### src/inc/dmi_pkg.sv
// Timing constants and helpers for the 16K x 8 DRAM module controller.
// Assumes a single 250 MHz clock; all pin timing is counted in its cycles.
package dmi_pkg;
    // ----------------------------------------
    // Clock and geometry
    // ----------------------------------------
    localparam int CLK_PERIOD_PS = 4000;
    localparam int DATA_W = 8;
    localparam int ROW_W = 8;
    localparam int COL_W = 6;
    localparam int PIN_ADDR_W = 8;
    localparam int SYNC_STAGES = 2;

    // Least time: round up, at least one cycle
    function automatic int cyc_min(input int t_ns);
        int c;
        c = (t_ns * 1000 + CLK_PERIOD_PS - 1) / CLK_PERIOD_PS;
        return (c < 1) ? 1 : c;
    endfunction

    // Longest time: round down, at least one cycle
    function automatic int cyc_max(input int t_ns);
        int c;
        c = (t_ns * 1000) / CLK_PERIOD_PS;
        return (c < 1) ? 1 : c;
    endfunction

    // ----------------------------------------
    // Pin timing
    // ----------------------------------------
    localparam int T_RP_NS = 80;
    localparam int T_RCD_NS = 25;
    localparam int T_RCD_MAX_NS = 50;
    localparam int T_RAH_NS = 20;
    localparam int T_CAC_NS = 70;
    localparam int T_CP_NS = 40;
    localparam int T_RAS_MAX_NS = 10000;
    localparam int T_RWC_NS = 315;
    localparam int T_WCS_NS = -5;
    localparam int T_REF_MS = 4;
    localparam int REF_ROWS = 256;
    localparam int T_INIT_US = 100;
    localparam int INIT_CYCLES = 8;

    localparam int RP_CYC = cyc_min(T_RP_NS);
    localparam int RCD_CYC = cyc_min(T_RCD_NS);
    localparam int RAH_CYC = cyc_min(T_RAH_NS);
    // Column strobe stays low until read data has crossed the synchroniser
    localparam int CAS_LOW_CYC = cyc_min(T_CAC_NS) + SYNC_STAGES + 1;
    localparam int CP_CYC = cyc_min(T_CP_NS);
    localparam int RAS_MAX_CYC = cyc_max(T_RAS_MAX_NS);
    localparam int RWC_CYC = cyc_min(T_RWC_NS);
    localparam int RAS_HOLD_CYC = RWC_CYC - RP_CYC;
    localparam int PAGE_GUARD_CYC = CP_CYC + CAS_LOW_CYC + 2;
    localparam int INIT_WAIT_CYC = cyc_min(T_INIT_US * 1000);
    // Timer fires early enough that the longest open page still lets
    // the refresh land inside its slot
    localparam int REF_INT_CYC = cyc_max(T_REF_MS * 1000000 / REF_ROWS)
                                 - RAS_MAX_CYC - RWC_CYC;
endpackage

### src/core/dmi_refresh.sv
// Refresh scheduler: raises a pending request at a fixed interval and
// walks the refresh row. Assumes done pulses once per finished refresh.
`timescale 1ns/1ps
module dmi_refresh #(
    parameter int INTERVAL_CYC = dmi_pkg::REF_INT_CYC,
    parameter int ROW_W = dmi_pkg::ROW_W
) (
    input wire logic clk,
    input wire logic reset_n,
    input wire logic enable,
    input wire logic done,
    output logic pending,
    output logic [ROW_W-1:0] row
);
    localparam int CW = $clog2(INTERVAL_CYC + 1);

    // Compare against the per-row slot; the whole period in ps overflows an int
    if (INTERVAL_CYC < 1 || INTERVAL_CYC >
        dmi_pkg::cyc_max(dmi_pkg::T_REF_MS * 1000000 / dmi_pkg::REF_ROWS)) begin : bad_interval
        $error("Refresh interval cannot cover all rows");
    end

    logic [CW-1:0] cnt_ff, nxt_cnt;
    logic pend_ff, nxt_pend;
    logic [ROW_W-1:0] row_ff, nxt_row;
    logic tick;

    // ----------------------------------------
    // Interval timer and row pointer
    // ----------------------------------------
    always_comb begin
        tick = enable && (cnt_ff == CW'(INTERVAL_CYC - 1));
        nxt_cnt = (!enable || tick) ? '0 : cnt_ff + CW'(1);
        // A tick in the clearing cycle is kept
        nxt_pend = tick || (pend_ff && !done);
        nxt_row = done ? row_ff + ROW_W'(1) : row_ff;
    end

    always_ff @(posedge clk or negedge reset_n) begin
        if (!reset_n) begin
            cnt_ff <= '0;
            pend_ff <= 1'b0;
            row_ff <= '0;
        end else begin
            cnt_ff <= nxt_cnt;
            pend_ff <= nxt_pend;
            row_ff <= nxt_row;
        end
    end

    assign pending = pend_ff;
    assign row = row_ff;
endmodule

### src/core/dmi_ctrl.sv
// Host-side controller for a 16K x 8 multiplexed-address DRAM module.
// Assumes the module pins sit outside the clock domain; read data is
// resynchronised before use. One request at a time, no queue.
`timescale 1ns/1ps
module dmi_ctrl #(
    parameter int INIT_WAIT_CYC = dmi_pkg::INIT_WAIT_CYC
) (
    input wire logic clk,
    input wire logic reset_n,
    input wire logic req_valid,
    output logic req_ready,
    input wire logic req_write,
    input wire logic [dmi_pkg::ROW_W+dmi_pkg::COL_W-1:0] req_addr,
    input wire logic [dmi_pkg::DATA_W-1:0] req_wdata,
    output logic rsp_valid,
    output logic [dmi_pkg::DATA_W-1:0] rsp_rdata,
    output logic init_done,
    output logic ras_n,
    output logic cas_n,
    output logic we_n,
    output logic [dmi_pkg::PIN_ADDR_W-1:0] muxed_address_lines,
    output logic [dmi_pkg::DATA_W-1:0] shared_data_lines_out,
    output logic shared_data_lines_oe,
    input wire logic [dmi_pkg::DATA_W-1:0] shared_data_lines_in
);
    localparam int RW = dmi_pkg::ROW_W;
    localparam int CLW = dmi_pkg::COL_W;
    localparam int DW = dmi_pkg::DATA_W;
    localparam int AW = dmi_pkg::PIN_ADDR_W;
    localparam int CNT_W = $clog2(INIT_WAIT_CYC + dmi_pkg::RAS_MAX_CYC + 1);
    localparam int RCW = $clog2(dmi_pkg::RAS_MAX_CYC + 1);

    if (INIT_WAIT_CYC < 1 || dmi_pkg::RCD_CYC <= dmi_pkg::RAH_CYC ||
        dmi_pkg::RAS_HOLD_CYC + dmi_pkg::PAGE_GUARD_CYC > dmi_pkg::RAS_MAX_CYC)
    begin : bad_cfg
        $error("Controller timing cannot be met");
    end

    typedef enum logic [7:0] {
        S_INIT = 8'h01,
        S_IDLE = 8'h02,
        S_ASU  = 8'h04,
        S_RCD  = 8'h08,
        S_CAS  = 8'h10,
        S_PAGE = 8'h20,
        S_CP   = 8'h40,
        S_PRE  = 8'h80
    } dmi_state_type;

    // Row on all lines, column on lines one to six
    function automatic logic [AW-1:0] col_pins(input logic [CLW-1:0] c);
        return {1'b0, c, 1'b0};
    endfunction

    // ----------------------------------------
    // Read data synchroniser
    // ----------------------------------------
    logic [DW-1:0] dq_s1_ff, dq_s2_ff;

    always_ff @(posedge clk or negedge reset_n) begin
        if (!reset_n) begin
            dq_s1_ff <= '0;
            dq_s2_ff <= '0;
        end else begin
            dq_s1_ff <= shared_data_lines_in;
            dq_s2_ff <= dq_s1_ff;
        end
    end

    // ----------------------------------------
    // Refresh scheduler
    // ----------------------------------------
    logic ref_pending, ref_done;
    logic [RW-1:0] ref_row;
    logic init_ff, nxt_init;

    dmi_refresh #(
        .INTERVAL_CYC(dmi_pkg::REF_INT_CYC),
        .ROW_W(RW)
    ) u_refresh (
        .clk(clk),
        .reset_n(reset_n),
        .enable(init_ff),
        .done(ref_done),
        .pending(ref_pending),
        .row(ref_row)
    );

    // ----------------------------------------
    // Access sequencer
    // ----------------------------------------
    dmi_state_type st_ff, nxt_st;
    logic [CNT_W-1:0] cnt_ff, nxt_cnt;
    logic [RCW-1:0] rlow_ff, nxt_rlow;
    logic [3:0] icnt_ff, nxt_icnt;
    logic is_ref_ff, nxt_is_ref;
    logic wr_ff, nxt_wr;
    logic [RW-1:0] row_ff, nxt_row;
    logic [CLW-1:0] col_ff, nxt_col;
    logic ras_ff, nxt_ras, cas_ff, nxt_cas, we_ff, nxt_we;
    logic [AW-1:0] addr_ff, nxt_addr;
    logic [DW-1:0] dout_ff, nxt_dout, rdata_ff, nxt_rdata;
    logic oe_ff, nxt_oe, rsp_ff, nxt_rsp;
    logic page_ok, idle_ok;

    always_comb begin
        nxt_st = st_ff;
        nxt_cnt = cnt_ff + CNT_W'(1);
        nxt_rlow = ras_ff ? '0 : rlow_ff + RCW'(1);
        nxt_icnt = icnt_ff;
        nxt_init = init_ff;
        nxt_is_ref = is_ref_ff;
        nxt_wr = wr_ff;
        nxt_row = row_ff;
        nxt_col = col_ff;
        nxt_ras = ras_ff;
        nxt_cas = cas_ff;
        nxt_we = we_ff;
        nxt_addr = addr_ff;
        nxt_dout = dout_ff;
        nxt_rdata = rdata_ff;
        nxt_oe = oe_ff;
        nxt_rsp = 1'b0;
        ref_done = 1'b0;
        idle_ok = init_ff && !ref_pending;
        // Leave room for one more column access before the row limit
        page_ok = idle_ok && req_valid && (req_addr[RW+CLW-1:CLW] == row_ff) &&
                  (rlow_ff < RCW'(dmi_pkg::RAS_MAX_CYC - dmi_pkg::PAGE_GUARD_CYC));
        req_ready = 1'b0;
        case (st_ff)
            S_INIT: begin
                // Row strobe held high through the power-up wait
                if (cnt_ff == CNT_W'(INIT_WAIT_CYC - 1)) begin
                    nxt_st = S_IDLE;
                end
            end
            S_IDLE: begin
                req_ready = idle_ok;
                if (!init_ff || ref_pending) begin
                    nxt_is_ref = 1'b1;
                    nxt_addr = ref_row;
                    nxt_st = S_ASU;
                end else if (req_valid) begin
                    nxt_is_ref = 1'b0;
                    nxt_wr = req_write;
                    nxt_row = req_addr[RW+CLW-1:CLW];
                    nxt_col = req_addr[CLW-1:0];
                    nxt_addr = req_addr[RW+CLW-1:CLW];
                    nxt_dout = req_wdata;
                    nxt_we = !req_write;
                    nxt_oe = req_write;
                    nxt_st = S_ASU;
                end
            end
            S_ASU: begin
                // Address and write enable settle a cycle before the row fall
                nxt_ras = 1'b0;
                nxt_cnt = '0;
                nxt_st = is_ref_ff ? S_PAGE : S_RCD;
            end
            S_RCD: begin
                if (cnt_ff == CNT_W'(dmi_pkg::RAH_CYC - 1)) begin
                    nxt_addr = col_pins(col_ff);
                end
                if (cnt_ff == CNT_W'(dmi_pkg::RCD_CYC - 1)) begin
                    nxt_cas = 1'b0;
                    nxt_cnt = '0;
                    nxt_st = S_CAS;
                end
            end
            S_CAS: begin
                if (cnt_ff == CNT_W'(dmi_pkg::CAS_LOW_CYC - 1)) begin
                    nxt_cas = 1'b1;
                    nxt_rdata = wr_ff ? rdata_ff : dq_s2_ff;
                    nxt_rsp = !wr_ff;
                    nxt_st = S_PAGE;
                end
            end
            S_PAGE: begin
                req_ready = !is_ref_ff && page_ok;
                if (!is_ref_ff && page_ok) begin
                    nxt_wr = req_write;
                    nxt_col = req_addr[CLW-1:0];
                    nxt_addr = col_pins(req_addr[CLW-1:0]);
                    nxt_dout = req_wdata;
                    nxt_we = !req_write;
                    nxt_oe = req_write;
                    nxt_cnt = '0;
                    nxt_st = S_CP;
                end else if (rlow_ff >= RCW'(dmi_pkg::RAS_HOLD_CYC - 1)) begin
                    // Long row-low time keeps every cycle at the full length
                    nxt_ras = 1'b1;
                    nxt_we = 1'b1;
                    nxt_oe = 1'b0;
                    nxt_cnt = '0;
                    ref_done = is_ref_ff;
                    if (is_ref_ff && !init_ff) begin
                        nxt_icnt = icnt_ff + 4'd1;
                        nxt_init = (icnt_ff == 4'(dmi_pkg::INIT_CYCLES - 1));
                    end
                    nxt_st = S_PRE;
                end
            end
            S_CP: begin
                if (cnt_ff == CNT_W'(dmi_pkg::CP_CYC - 1)) begin
                    nxt_cas = 1'b0;
                    nxt_cnt = '0;
                    nxt_st = S_CAS;
                end
            end
            S_PRE: begin
                if (cnt_ff == CNT_W'(dmi_pkg::RP_CYC - 2)) begin
                    nxt_st = S_IDLE;
                end
            end
            default: begin
                nxt_st = S_IDLE;
            end
        endcase
    end

    always_ff @(posedge clk or negedge reset_n) begin
        if (!reset_n) begin
            st_ff <= S_INIT;
            cnt_ff <= '0;
            rlow_ff <= '0;
            icnt_ff <= '0;
            init_ff <= 1'b0;
            is_ref_ff <= 1'b0;
            wr_ff <= 1'b0;
            row_ff <= '0;
            col_ff <= '0;
            ras_ff <= 1'b1;
            cas_ff <= 1'b1;
            we_ff <= 1'b1;
            addr_ff <= '0;
            dout_ff <= '0;
            rdata_ff <= '0;
            oe_ff <= 1'b0;
            rsp_ff <= 1'b0;
        end else begin
            st_ff <= nxt_st;
            cnt_ff <= nxt_cnt;
            rlow_ff <= nxt_rlow;
            icnt_ff <= nxt_icnt;
            init_ff <= nxt_init;
            is_ref_ff <= nxt_is_ref;
            wr_ff <= nxt_wr;
            row_ff <= nxt_row;
            col_ff <= nxt_col;
            ras_ff <= nxt_ras;
            cas_ff <= nxt_cas;
            we_ff <= nxt_we;
            addr_ff <= nxt_addr;
            dout_ff <= nxt_dout;
            rdata_ff <= nxt_rdata;
            oe_ff <= nxt_oe;
            rsp_ff <= nxt_rsp;
        end
    end

    // ----------------------------------------
    // Outputs
    // ----------------------------------------
    // Eight data lines make one word; both halves share strobes
    assign shared_data_lines_out = dout_ff;
    assign shared_data_lines_oe = oe_ff;
    assign ras_n = ras_ff;
    assign cas_n = cas_ff;
    assign we_n = we_ff;
    assign muxed_address_lines = addr_ff;
    assign rsp_valid = rsp_ff;
    assign rsp_rdata = rdata_ff;
    assign init_done = init_ff;
endmodule

### config.mk
export PLATFORM = sky130hd
export DESIGN_NAME = dmi_ctrl
export DESIGN_NICKNAME = d
export VERILOG_FILES = /design/src/inc/dmi_pkg.sv /design/src/core/dmi_refresh.sv /design/src/core/dmi_ctrl.sv
export SDC_FILE = /design/constraint.sdc
export NUM_CORES = 1
export LEC_CHECK = 0
export ABC_AREA = 1
export CAP_MARGIN = 40
export CORE_ASPECT_RATIO = 0.7
export CORE_MARGIN = 8
export CORE_UTILIZATION = 40
export CTS_CLUSTER_SIZE = 28
export DETAILED_ROUTE_END_ITERATION = 10
export DONT_BUFFER_PORTS = 1
export GPL_TIMING_DRIVEN = 0
export PLACE_DENSITY = 0.57
export SYNTH_ARGS = -nofsm -noshare
export SYNTH_HDL_FRONTEND = slang
export SYNTH_SLANG_ARGS = --single-unit
### constraint.sdc
create_clock -name clk -period 1.6 [get_ports clk]
set_input_delay 0.4 -clock clk [delete_from_list [all_inputs] [get_ports clk]]
set_output_delay 0.4 -clock clk [all_outputs]
set_load 0.02 [all_outputs]
==> results.md <==
* Largest net degree at the start of global routing at 122
* Design area at 8107 µm²
* CP Class: flip-flop to primary output
* Final nets at 844
* Critical path launch point type: flip-flop
* Gate power share at 1.1%
* Gate Count Post-Synth at 696
* Detail Route Antenna Nets at 0
* Ys Warns at 0
* Placed instance area at 6197 µm²
* Total power at 6.969 mW
* Actual slew at the worst max-slew pin at 394.3 ps
* Slew HR at 73.61%
* Post-Route WL at 15690 µm
* Full die area at 19080 µm²
* Diodes inserted at 0
* CTS tree: yes
* Die Span X at 161.7 µm
* R2r setup slk at -310 ps
* Clock sinks at 121
* Worst hold path class: input pin to asynchronous set/reset pin
* R2r worst-path depth at 13
* Number of global-route vias before repair at 4785
* Seq/Total Area, Yosys at 51.03%
* Leak Pwr at 3.839 nW
* Fin crit share at 133.3%
* GRT Resource Usage Total at 16.07%
* Hold buffers post-CTS at 5
* Final core occ at 55.41%
* Req. time, crit path at 1200 ps
* Worst r2r src: st_ff[1]
* NetSw at 1.535 mW
* Sequential power share at 45.1%
* Post-synth cell types at 37
* Input/output buffers at 0
* Worst-Skew Late Latency at 410 ps
* Sw Share at 22.03%
* RSZ-0062 raised after global routing: yes
* Fin cells at 1008
* Max-slew violation count at 0
* Fin Setup TNS at -13130 ps
* Clock tree buffer depth at 2
* Fmax at 0.4690 GHz
* Dpl ws at -344.9 ps
* Dpl cells at 891
* Pre-antenna DRT Iters at 5
* Hold Slack at -319.0 ps
* Reg2Reg Capture Point: cnt_ff[9]
* Starting density of the core at 40.63%
* RePlAce Congestion at 0.8425
* Share of cells above drive strength 1 at 35.06%
* Int Power at 5.434 mW
* CP Max Fanout at 3
* # IOs at 65
* Residual DRC at 0
* Syn Nets at 740
* Core area at 14630 µm²
* Failing checks: negative hold slack, negative setup slack
* Synth Cell Area at 5943 µm²
* Total of max-cap violations at 0
* Die H at 118.0 µm
* Clock Power Share at 53.8%
* DP HPWL at 9818 µm
* # fillers at 1242
* Site row count at 37
* H-tree levels at 4
* Overflow after GRT at 0
* Area Overhead vs Synth at 36.40%
* Fin. Hold Viols at 121
* First-pass GRT wire length at 24650 µm
* Via count at 4959
* Syn_area_per_cell at 8.539 µm²
* Drt wl/cell at 15.57 µm
* Initial antenna violation count at 0
* Worst vdd ir at 0.5924 mV
* CTS clock-pin slew for the worst setup and hold paths at 60 ps
* Skew final at 8.735 ps
* Drt via density at 4.920
* Clk root buf: clkbuf_16
* Nature of the critical path endpoint: primary output
* Post-layout min period at 2132 ps
* Final setup vio count at 79
* Status: complete, but fails checks
* Crit path DAT at 1730 ps
* Total CTS buffers at 17
* Cell Pwr Density at 859.7 nW/µm²
* Fin worst setup slack at -532.2 ps
* Iter 0 DRT Violations at 304
* Synthesis-stage register bit count at 121
[kinds of logic (layout without fill, tap and decap cells)]
| family | after synthesis | count (layout) | share of synthesized area [%] |
|---|---|---|---|
| xor gates and xnor gates | 23 | 23 | 3.389 |
| and+or+nand+nor | 383 | 384 | 30.61 |
| adders and majority gates | 10 | 10 | 2.105 |
| AOI/OAI and AO/OA | 67 | 67 | 6.316 |
| buffers and inverters | 92 | 208 | 6.547 |
| DFF | 121 | 121 | 51.03 |
[final cells by class]
type                       count  area, µm²  share of cell area [%]
sequential                   121       3038                   37.47
multi-input combinational    484       2975                   36.70
timing repair buffer          85      823.3                   10.16
clock buffer                  18      429.2                   5.294
inverter                      80      317.8                   3.920
tap                          195      244.0                   3.010
clock inverter                14      148.9                   1.837
buffer                        11      130.1                   1.605
[registers in the layout, summed over array words and instances, names as in the netlist, 4 cells and up]
| register | flops |
|---|---|
| dq_s1_ff | 8 |
| rlow_ff | 12 |
| u_refresh.row | 8 |
| rsp_rdata | 8 |
| dq_s2_ff | 8 |
| st_ff | 8 |
| row_ff | 8 |
| muxed_address_lines | 8 |
| u_refresh.cnt_ff | 11 |
| cnt_ff | 15 |
| col_ff | 6 |
| shared_data_lines_out | 8 |
| icnt_ff | 4 |
[power groups by stage]
stage	clock network [mW]	registers, mW	logic [mW]
2_1_floorplan	0	3.19	0.0460
3_3_place_gp	0	3.20	0.0581
3_5_place_dp	0	3.20	0.0602
4_1_cts	3.81	3.14	0.0713
5_1_grt	3.96	3.15	0.0874
6_report	3.75	3.15	0.0764
[critical path, stage by stage, from the launching register on]
cell and delay [ps]:
dfrtp_1 420, nor2_4 180, nand2_4 90, nor2_8 150, buf_8 130, nand4_1 190, o21ai_4 170
[metal layers]
metal	track usage (%)	wire, µm
met5	0	0
met4	4.960	144
met3	5.311	1195
met2	23.69	7041
met1	21.91	7312
[Yosys cell counts]
cell type	n	share of area [%]
a21o_1	1	0.13
a21oi_1	22	1.9
a31oi_1	1	0.11
buf_2	2	0.17
buf_4	1	0.13
buf_6	5	0.95
clkbuf_1	4	0.25
dfrtp_1	117	49
dfstp_2	4	1.8
ha_1	10	2.1
inv_1	70	4.4
inv_2	10	0.63
nand2_1	197	12
nand2_2	2	0.21
nand2_4	6	1.1
nand2b_1	1	0.11
nand3_1	44	3.7
nand3_2	5	0.84
nand3_4	1	0.29
nand4_1	8	0.84
nor2_1	64	4.0
nor2_2	15	1.6
nor2_4	6	1.1
nor2_8	1	0.34
nor3_1	17	1.4
nor3_2	3	0.51
nor3b_1	6	0.76
nor4_1	2	0.21
nor4_4	2	0.72
o21ai_0	31	2.6
o21ai_1	1	0.084
o21ai_2	9	1.3
o22ai_1	2	0.21
or2_2	2	0.21
or3_1	1	0.11
xnor2_1	5	0.74
xor2_1	18	2.7
[repair_timing]
item                                    4_1_cts  5_1_grt
cloned                                        2        2
endpoints found under the setup margin       77       86
endpoints found under the hold margin       126      121
setup buffers                                59       24
pin swaps                                    37       23
resized for setup                            91       88
[worst max path at each step]
stage                    start                     end  slack, ps  cells after the start
finish                st_ff[2]               req_ready       -530                      6
global route         init_done               req_ready       -660                      6
CTS                 rlow_ff[1]               req_ready       -500                      8
detailed placement   init_done  muxed_address_lines[5]       -340                      6
global placement     init_done  muxed_address_lines[3]       -330                      6
floorplan           rlow_ff[0]  muxed_address_lines[6]         -8                     12
[placed cells by master (no fill, tap or decap), types with 5 or more instances in the layout]
cell / instances
nand2_1: 159
dfrtp_1: 113
inv_1: 66
buf_4: 55
nor2_1: 47
nand3_1: 38
nand2_2: 34
nor2_2: 23
a21oi_1: 20
o21ai_0: 19
buf_6: 19
o21ai_2: 19
clkbuf_16: 19
xor2_1: 18
nor2_4: 15
nor3_1: 12
nand2_4: 11
inv_2: 8
nand4_1: 8
nor3_2: 7
nand3_4: 7
nand3_2: 6
buf_8: 6
ha_1: 6
inv_4: 5
clkinv_4: 5
dlygate4sd3_1: 5
(Power assumes the default switching activity.)
